$ cat src/dpscd_consts.vh
/*
 * Constants of the dual potentiometer serial command decoder: frame codes,
 * instruction codes, register geometry, reset values and the write-cycle time.
 * Assumes inclusion by the decoder design file only; definitions only.
 */
// Operation
// - Wiper write: select, instruction, eight data bits
// - Stored-setting read shifts eight bits MSB first
// - Stored-setting write takes byte, high-voltage cycle
// - Status byte: bit0 write pending, others zero
// - Global copy stored bank into all wipers
// - Global copy all wipers into stored bank
// - Copy one wiper into its stored setting
// - Load one wiper from stored setting
// - Step mode: step bits until select rises
// - Non-volatile cycle starts after select rises
// - Wiper read shifts eight bits out
// - Write pending high while cycle runs
// - Input high steps up, low steps down
// - Non-volatile change completes within 5 ms
`ifndef DPSCD_CONSTS_VH
`define DPSCD_CONSTS_VH

// Device-select byte upper six bits (0101 00)
`define DPSCD_DEVSEL_FIXED   6'h14
// Instruction opcodes, upper nibble of the instruction byte
`define DPSCD_OP_RD_WIPER    4'h9
`define DPSCD_OP_WR_WIPER    4'hA
`define DPSCD_OP_RD_STORED   4'hB
`define DPSCD_OP_WR_STORED   4'hC
`define DPSCD_OP_LOAD_WIPER  4'hD
`define DPSCD_OP_SAVE_WIPER  4'hE
`define DPSCD_OP_GLOBAL_LOAD 4'h1
`define DPSCD_OP_GLOBAL_SAVE 4'h8
`define DPSCD_OP_STEP        4'h2
// Full status instruction byte
`define DPSCD_STATUS_INSTR   8'h51
// Wiper limits, wiper reset value and stored-setting reset value
`define DPSCD_WIPER_MAX      8'hFF
`define DPSCD_WIPER_MIN      8'h00
`define DPSCD_WIPER_RST      8'h80
`define DPSCD_STORED_RST     8'h00
// Non-volatile write time in microseconds and clock rate in MHz
`define DPSCD_NV_WRITE_US    5000
`define DPSCD_CLK_MHZ        200
`define DPSCD_NV_WRITE_CYC   (`DPSCD_NV_WRITE_US * `DPSCD_CLK_MHZ)

`endif

$ cat src/dpscd_sync2.v
/*
 * Two-flop level synchroniser for a single pin.
 * Assumes the input is asynchronous to i_sys_clk.
 */
`timescale 1ns/1ps
`default_nettype none
module dpscd_sync2 #(
    parameter [0:0] RST_VAL = 1'b0
) (
    // Clock and reset
    input  wire i_sys_clk,
    input  wire i_srst,
    // Pin in, synchronised level out
    input  wire i_async,
    output wire o_sync
);
    reg meta_r;
    reg sync_r;

    // First flop feeds only the second
    always @(posedge i_sys_clk) begin
        if (i_srst) begin
            meta_r <= RST_VAL;
            sync_r <= RST_VAL;
        end else begin
            meta_r <= i_async;
            sync_r <= meta_r;
        end
    end

    assign o_sync = sync_r;
endmodule
`default_nettype wire

$ cat src/dpscd_decoder.v
/*
 * Serial command decoder of a dual 256-tap digital potentiometer: device
 * select, instruction, data or step bits; two wipers, eight stored settings,
 * write-pending flag and a timed non-volatile write cycle after select rises.
 * Assumes SPI mode 0 from the master, serial clock well below i_sys_clk/8,
 * and that the three serial input pins are asynchronous to i_sys_clk.
 */
`timescale 1ns/1ps
`default_nettype none
`include "dpscd_consts.vh"
module dpscd_decoder #(
    parameter        NV_WRITE_CYC = `DPSCD_NV_WRITE_CYC,
    parameter [1:0]  DEV_ADDR     = 2'b00
) (
    // Clock and reset
    input  wire       i_sys_clk,
    input  wire       i_srst,
    // Serial pins
    input  wire       i_cs_n,
    input  wire       i_sck,
    input  wire       i_si,
    output reg        o_so,
    output reg        o_so_oe,
    // Wiper positions and status
    output reg  [7:0] o_wiper0,
    output reg  [7:0] o_wiper1,
    output reg        o_write_pending_flag
);
    localparam ST_DEV   = 4'b0001;
    localparam ST_INSTR = 4'b0010;
    localparam ST_DATA  = 4'b0100;
    localparam ST_IGN   = 4'b1000;

    wire       cs_n_s;
    wire       sck_s;
    wire       si_s;
    reg        sck_d_r;
    reg        cs_n_d_r;
    reg  [3:0] state_r;
    reg  [2:0] bit_cnt_r;
    reg  [7:0] shift_r;
    reg  [7:0] instr_r;
    reg  [7:0] tx_r;
    reg  [7:0] stored_r [0:7];
    reg        nv_op_r;      // 0: single save, 1: global save
    reg        nv_arm_r;
    reg  [7:0] nv_data_r;
    reg  [2:0] nv_idx_r;
    reg  [31:0] nv_cnt_r;
    reg  [7:0] sel_wiper;
    wire       rise;
    wire       fall;
    wire       cs_rise;
    wire [7:0] rx_byte;
    wire [3:0] op;
    wire [2:0] idx;
    integer    k;

    dpscd_sync2 #(.RST_VAL(1'b1)) u_cs  (.i_sys_clk(i_sys_clk), .i_srst(i_srst), .i_async(i_cs_n), .o_sync(cs_n_s));
    dpscd_sync2 #(.RST_VAL(1'b0)) u_sck (.i_sys_clk(i_sys_clk), .i_srst(i_srst), .i_async(i_sck),  .o_sync(sck_s));
    dpscd_sync2 #(.RST_VAL(1'b0)) u_si  (.i_sys_clk(i_sys_clk), .i_srst(i_srst), .i_async(i_si),   .o_sync(si_s));

    // Edge detection on synchronised levels
    assign rise    = sck_s & ~sck_d_r & ~cs_n_s;
    assign fall    = ~sck_s & sck_d_r & ~cs_n_s;
    assign cs_rise = cs_n_s & ~cs_n_d_r;
    assign rx_byte = {shift_r[6:0], si_s};
    assign op      = instr_r[7:4];
    // Stored index: pot select high bit, bank select two low bits
    assign idx     = {instr_r[0], instr_r[3:2]};

    // Wiper chosen by pot select
    always @* begin
        sel_wiper = instr_r[0] ? o_wiper1 : o_wiper0;
    end

    // Frame decoder, wipers and stored settings
    always @(posedge i_sys_clk) begin
        if (i_srst) begin
            sck_d_r              <= 1'b0;
            cs_n_d_r             <= 1'b1;
            state_r              <= ST_DEV;
            bit_cnt_r            <= 3'h0;
            shift_r              <= 8'h00;
            instr_r              <= 8'h00;
            tx_r                 <= 8'h00;
            o_so                 <= 1'b0;
            o_so_oe              <= 1'b0;
            o_wiper0             <= `DPSCD_WIPER_RST;
            o_wiper1             <= `DPSCD_WIPER_RST;
            o_write_pending_flag <= 1'b0;
            nv_op_r              <= 1'b0;
            nv_arm_r             <= 1'b0;
            nv_data_r            <= 8'h00;
            nv_idx_r             <= 3'h0;
            nv_cnt_r             <= 32'h0;
            for (k = 0; k < 8; k = k + 1) begin
                stored_r[k] <= `DPSCD_STORED_RST;
            end
        end else begin
            sck_d_r  <= sck_s;
            cs_n_d_r <= cs_n_s;
            // Non-volatile cycle timer; flag high while it runs
            if (o_write_pending_flag) begin
                if (nv_cnt_r == 32'h0) begin
                    o_write_pending_flag <= 1'b0;
                    if (nv_op_r) begin
                        stored_r[{1'b0, nv_idx_r[1:0]}] <= o_wiper0;
                        stored_r[{1'b1, nv_idx_r[1:0]}] <= o_wiper1;
                    end else begin
                        stored_r[nv_idx_r] <= nv_data_r;
                    end
                end else begin
                    nv_cnt_r <= nv_cnt_r - 32'h1;
                end
            end
            if (cs_n_s) begin
                state_r   <= ST_DEV;
                bit_cnt_r <= 3'h0;
                o_so_oe   <= 1'b0;
            end
            // Armed cycle starts only once select has risen
            if (cs_rise && nv_arm_r) begin
                nv_arm_r             <= 1'b0;
                o_write_pending_flag <= 1'b1;
                nv_cnt_r             <= NV_WRITE_CYC - 1;
            end
            // Output shift on falling edge, MSB first
            if (fall && state_r == ST_DATA) begin
                o_so <= tx_r[7];
                tx_r <= {tx_r[6:0], 1'b0};
            end
            if (rise) begin
                shift_r   <= rx_byte;
                bit_cnt_r <= bit_cnt_r + 3'h1;
                case (state_r)
                    ST_DEV: begin
                        if (bit_cnt_r == 3'h7) begin
                            state_r <= (rx_byte == {`DPSCD_DEVSEL_FIXED, DEV_ADDR}) ? ST_INSTR : ST_IGN;
                        end
                    end
                    ST_INSTR: begin
                        if (bit_cnt_r == 3'h7) begin
                            instr_r <= rx_byte;
                            state_r <= ST_DATA;
                            o_so_oe <= 1'b0;
                            tx_r    <= 8'h00;
                            case (rx_byte[7:4])
                                `DPSCD_OP_RD_WIPER: begin
                                    tx_r    <= rx_byte[0] ? o_wiper1 : o_wiper0;
                                    o_so_oe <= 1'b1;
                                end
                                `DPSCD_OP_RD_STORED: begin
                                    tx_r    <= stored_r[{rx_byte[0], rx_byte[3:2]}];
                                    o_so_oe <= 1'b1;
                                end
                                `DPSCD_OP_LOAD_WIPER: begin
                                    if (rx_byte[0]) o_wiper1 <= stored_r[{1'b1, rx_byte[3:2]}];
                                    else o_wiper0 <= stored_r[{1'b0, rx_byte[3:2]}];
                                    state_r <= ST_IGN;
                                end
                                `DPSCD_OP_GLOBAL_LOAD: begin
                                    o_wiper0 <= stored_r[{1'b0, rx_byte[3:2]}];
                                    o_wiper1 <= stored_r[{1'b1, rx_byte[3:2]}];
                                    state_r  <= ST_IGN;
                                end
                                `DPSCD_OP_SAVE_WIPER: begin
                                    nv_arm_r  <= ~o_write_pending_flag;
                                    nv_op_r   <= 1'b0;
                                    nv_idx_r  <= {rx_byte[0], rx_byte[3:2]};
                                    nv_data_r <= rx_byte[0] ? o_wiper1 : o_wiper0;
                                    state_r   <= ST_IGN;
                                end
                                `DPSCD_OP_GLOBAL_SAVE: begin
                                    nv_arm_r <= ~o_write_pending_flag;
                                    nv_op_r  <= 1'b1;
                                    nv_idx_r <= {1'b0, rx_byte[3:2]};
                                    state_r  <= ST_IGN;
                                end
                                default: begin
                                    if (rx_byte == `DPSCD_STATUS_INSTR) begin
                                        tx_r    <= {7'h00, o_write_pending_flag};
                                        o_so_oe <= 1'b1;
                                    end
                                end
                            endcase
                        end
                    end
                    ST_DATA: begin
                        if (op == `DPSCD_OP_STEP) begin
                            // One step per clock; saturate at the ends
                            if (si_s && sel_wiper != `DPSCD_WIPER_MAX) begin
                                if (instr_r[0]) o_wiper1 <= o_wiper1 + 8'h01;
                                else o_wiper0 <= o_wiper0 + 8'h01;
                            end else if (!si_s && sel_wiper != `DPSCD_WIPER_MIN) begin
                                if (instr_r[0]) o_wiper1 <= o_wiper1 - 8'h01;
                                else o_wiper0 <= o_wiper0 - 8'h01;
                            end
                        end else if (bit_cnt_r == 3'h7) begin
                            state_r <= ST_IGN;
                            if (op == `DPSCD_OP_WR_WIPER) begin
                                if (instr_r[0]) o_wiper1 <= rx_byte;
                                else o_wiper0 <= rx_byte;
                            end else if (op == `DPSCD_OP_WR_STORED) begin
                                nv_arm_r  <= ~o_write_pending_flag;
                                nv_op_r   <= 1'b0;
                                nv_idx_r  <= idx;
                                nv_data_r <= rx_byte;
                            end
                        end
                    end
                    ST_IGN: begin
                        state_r <= ST_IGN;
                    end
                    default: begin
                        state_r <= ST_DEV;
                    end
                endcase
            end
        end
    end
endmodule
`default_nettype wire

$ cat config.mk
export PLATFORM = sky130hd
export DESIGN_NAME = dpscd_decoder
export DESIGN_NICKNAME = d
export VERILOG_FILES = /design/src/dpscd_sync2.v /design/src/dpscd_decoder.v
export VERILOG_INCLUDE_DIRS = /design/src
export SDC_FILE = /design/constraint.sdc
export NUM_CORES = 1
export LEC_CHECK = 0
export BUFFER_PORTS_ARGS = -buffer_cell sky130_fd_sc_hd__clkbuf_2
export CORE_ASPECT_RATIO = 0.6
export CORE_MARGIN = 2
export CORE_UTILIZATION = 50
export CTS_CLUSTER_DIAMETER = 80
export DETAILED_ROUTE_END_ITERATION = 10
export PLACE_DENSITY_LB_ADDON = 0.2
export SYNTH_ARGS = -nofsm -noshare
export SYNTH_HDL_FRONTEND = slang
export SYNTH_HIERARCHICAL = 1
export SYNTH_SLANG_ARGS = --single-unit
$ cat constraint.sdc
create_clock -name i_sys_clk -period 4 [get_ports i_sys_clk]
set_clock_uncertainty 0.15 [all_clocks]
set_input_delay 0.4 -clock i_sys_clk [delete_from_list [all_inputs] [get_ports i_sys_clk]]
set_output_delay 0.4 -clock i_sys_clk [all_outputs]
set_load 0.01 [all_outputs]
==> summary.md <==
| Metric | Value |
|---|---|
| Worst EP arrival | `between 3 and 4 ns` |
| Cell count of the worst reg-to-reg path | `13` |
| Clock Pin Slew Worst Setup and Hold Paths | `roughly 0.060 ns` |
| Worst Setup Start Kind | `flop` |
| Place WS | `approximately 0.56 ns` |
| Simple-gate share of the synthesized area | `between 10% and 20%` |
| Yosys top cell area share | `23.18%` |
| Max-cap violations | `0` |
| DRC | `0` |
| Placer Congestion | `around 0.93` |
| Row cnt | `37` |
| Static leakage | `3.736 nW` |
| Share of layout cells above drive strength 1 | `13.98%` |
| Crit path kind | `flop to flop` |
| Wirelength per Cell | `around 21 microns` |
| Critical path's top delay family | `compound AO/OA/AOI/OAI gates` |
| Via count of the first global-routing pass | `roughly 6.6k` |
| CORE AREA | `0.01727 sq mm` |
| Pwr/cell area | `about 360 mW/mm^2` |
| Post-synthesis async set-or-reset flop share | `0%` |
| Post-synthesis cell area | `between 0.008 and 0.009 sq mm` |
| Finish-stage setup viols | `0` |
| Ports | `24` |
| # fillers | `between 1.5k and 2k` |
| Post-synthesis register bit count | `167` |
| Wirelength, routed | `around 25000 microns` |
| Post-synth EDFFs | `64` |
| Buffers and inverters on the worst path | `1` |
| Die area | `about 0.019 sq mm` |
| DP Area | `roughly 0.0093 sq mm` |
| Adder-cell share of the synthesized area | `2.982%` |
| Iter 0 DRT Violations | `940` |
| Initial antenna violation count | `0` |
| RSZ-0062 raised after global routing | `no` |
| Final Non-Filler Cells | `1178` |
| Register area share after synthesis | `about 45%` |
| N_diodes | `0` |
| Top layer in use | `met4` |
| Worst-path cell chain | `and4b_1 -> a22oi_1 -> a21oi_1 -> nand2b_1 -> buf_4 -> ha_1 -> nand3_1 -> o2111ai_1 -> a21o_1 -> a21oi_1 -> xor2_1 -> o2111ai_1 -> o31a_1` |
| DRT Pass-1 Iters | `5` |
| Crit share post-route | `87.91%` |
| CTS resizes | `0` |
| Cell taking the most area after synthesis | `dfxtp_1` |
| Synthesized area per cell | `between 9 and 10 sq um` |
| Total power | `roughly 3.5 mW` |
| Crit path to | `o_wiper0[7]$_SDFFE_PP1P_` |
| Wire length on met1 | `12080 microns` |
| Largest net degree at the start of global routing | `between 60 and 70` |
| Clock Latency Late Sink | `0.43 ns` |
| Detail Route met2 WL | `about 9600 microns` |
| FF-to-FF End | `o_wiper0[7]$_SDFFE_PP1P_` |
| Run status | `completed` |
| P&R area growth vs syn | `11.51%` |
| Clock buffer count from CTS | `17` |
| Worst-path maximum fanout | `10` |
| Synth area leaders | `dfxtp_1, edfxtp_1, mux4_2` |
| Critical Path Sink Type | `flop` |
| Drt via density | `6.172` |
| All-Layer GR Usage | `approximately 28%` |
| Hold Path Class | `input pin to flop` |
| Setup slack, reg-to-reg | `around 0.48 ns` |
| Routed Antenna Nets | `0` |
| Crit path from | `o_wiper0[0]$_SDFFE_PP0P_` |
| Routed wl met3 | `between 2000 and 3000 microns` |
| H-tree levels | `4` |
| Slew of the pin with the lowest slew margin | `0.7913 ns` |
| Slowest CP cell | `dfxtp_1` |
| Final Cell Area | `roughly 0.0099 sq mm` |
| Maximum VDD drop | `approximately 330 uV` |
| Main synth FF type | `dfxtp_1` |
| Crit. path cell count | `13` |
| TritonCTS clock tree | `yes` |
| Total Nets Final | `about 960` |
| Final worst slack | `approximately 0.48 ns` |
| Post-synthesis xor/xnor area fraction | `approximately 3.3%` |
| Port bufs | `23` |
| Die Y | `~110 microns` |
| Clock root cell | `clkbuf_16` |
| Clk buf depth | `2` |
| Post-synthesis compound-gate area fraction | `12.76%` |
| Post-Syn Nets | `between 900 and 1k` |
| Mux contribution to synthesized area | `13.97%` |
| Fin crit period | `~3.5 ns` |
| Slowest stage delay, CP | `around 0.55 ns` |
| Post-DP HPWL | `roughly 18000 microns` |
| Grt ovf | `0` |
| Starting Density | `roughly 50%` |
| Via Count | `slightly above 7k` |
| Cell total after placement | `1146` |
| Post-route setup TNS | `0 ns` |
| Synth top cells by count | `nor2_1, dfxtp_1, a21oi_1, nand2_1, edfxtp_1` |
| CTS Sinks | `167` |
| Synth unique cells | `67` |
| Rel. slew slack | `between 40 and 50%` |
| First-pass GRT wire length | `just under 40000 microns` |
| Count leader, synth | `nor2_1` |
| Die width | `176.2 microns` |
| WP data required | `about 4.2 ns` |
| Slew Limit Fails | `0` |
| Yosys warns | `6` |
| Max Clock Freq | `about 280 MHz` |
| Syn Inst Count | `slightly above 900` |
| Fin. Hold Viols | `0` |
| Largest family of logic cells by synthesized area | `simple AND/OR/NAND/NOR gates` |
| Worst R2R Start | `o_wiper0[0]$_SDFFE_PP0P_` |
[layout by cell type (no fill, tap or decap), types with 9 or more instances in the layout]
master	count
a211oi_1	28
a21oi_1	72
and3_1	16
buf_4	29
clkbuf_16	19
clkbuf_2	25
dfxtp_1	103
edfxtp_1	64
ha_1	18
inv_1	11
mux2i_1	51
mux4_2	32
nand2_1	69
nand3_1	12
nor2_1	169
nor2b_1	10
nor3_1	20
nor4_1	9
o21ai_0	23
or3_1	14
xnor2_1	19
xor2_1	12
[final cells by class]
class,instances,area (sq um),share of cell area (%)
multi-input combinational,682,4683,47.22
sequential,167,3984,40.17
clock buffer,25,510.5,5.147
timing repair buffer,53,342.8,3.457
tap,234,292.8,2.952
clock inverter,6,63.81,0.6434
inverter,11,41.29,0.4163
[worst reg2reg max path: stages, from the launching register on]
cell	delay (ns)
dfxtp_1	0.55
and4b_1	0.25
a22oi_1	0.08
a21oi_1	0.27
nand2b_1	0.38
buf_4	0.26
ha_1	0.31
nand3_1	0.11
o2111ai_1	0.17
a21o_1	0.22
a21oi_1	0.20
xor2_1	0.18
o2111ai_1	0.13
o31a_1	0.15
[sequential cells by signal, summed over array words and instances, names as in the netlist, 3 cells and up, named ones only]
name,count
nv_cnt_r,32
o_wiper1,8
o_wiper0,8
nv_idx_r,3
bit_cnt_r,3
state_r,4
stored_r,64
nv_data_r,8
instr_r,7
shift_r,7
tx_r,8
[how the worst min path moves through the flow]
| stage | start | to | slack (ns) | depth (start not counted) |
|---|---|---|---|---|
| floorplan | u_cs/meta_r$_SDFF_PP1_ | u_cs/o_sync$_SDFF_PP1_ | 0.23 | 1 |
| CTS | i_si | u_si/meta_r$_SDFF_PP0_ | 0.03 | 2 |
| global placement | u_cs/meta_r$_SDFF_PP1_ | u_cs/o_sync$_SDFF_PP1_ | 0.25 | 1 |
| global route | i_si | u_si/meta_r$_SDFF_PP0_ | 0.04 | 2 |
| detailed placement | u_cs/meta_r$_SDFF_PP1_ | u_cs/o_sync$_SDFF_PP1_ | 0.24 | 1 |
| finish | i_si | u_si/meta_r$_SDFF_PP0_ | 0.04 | 2 |
[metal layers]
layer | up-vias | track usage (%)
met3 | 18 | 7.415
met4 | 0 | 6.257
met2 | 384 | 35.66
li1 | 3379 | -
met1 | 3490 | 44.48
met5 | - | 0
[power by group]
group | leakage [nW] | switching [mW] | internal, mW
Clock | 0.288 | 0.662 | 0.951
Combinational | 1.96 | 0.0695 | 0.0405
Sequential | 1.49 | 0.0164 | 1.79
Total | 3.74 | 0.748 | 2.78
[repair_timing]
action,4_1_cts,5_1_grt
buffers inserted,0,0
hold buffers,1,0
hold endpoints to repair,1,0
[kinds of logic (layout without fill, tap and decap cells)]
family,Yosys count,count (layout)
flip-flops,167,167
XOR/XNOR,32,32
multiplexers,84,84
AND/OR/NAND/NOR,366,366
buffers and inverters,65,95
AO/OA/AOI/OAI,180,180
adder cells (fa/ha/maj),20,20
[metrics by stage]
step,utilization [%],hold WS [ns]
after global routing,57.44,0.04429
after CTS,57.44,0.03263
after floorplan,-,0.2332
final,57.44,0.04424
after global placement,54.05,0.2529
after detailed placement,54.05,0.2437
(Power assumes the default switching activity.)
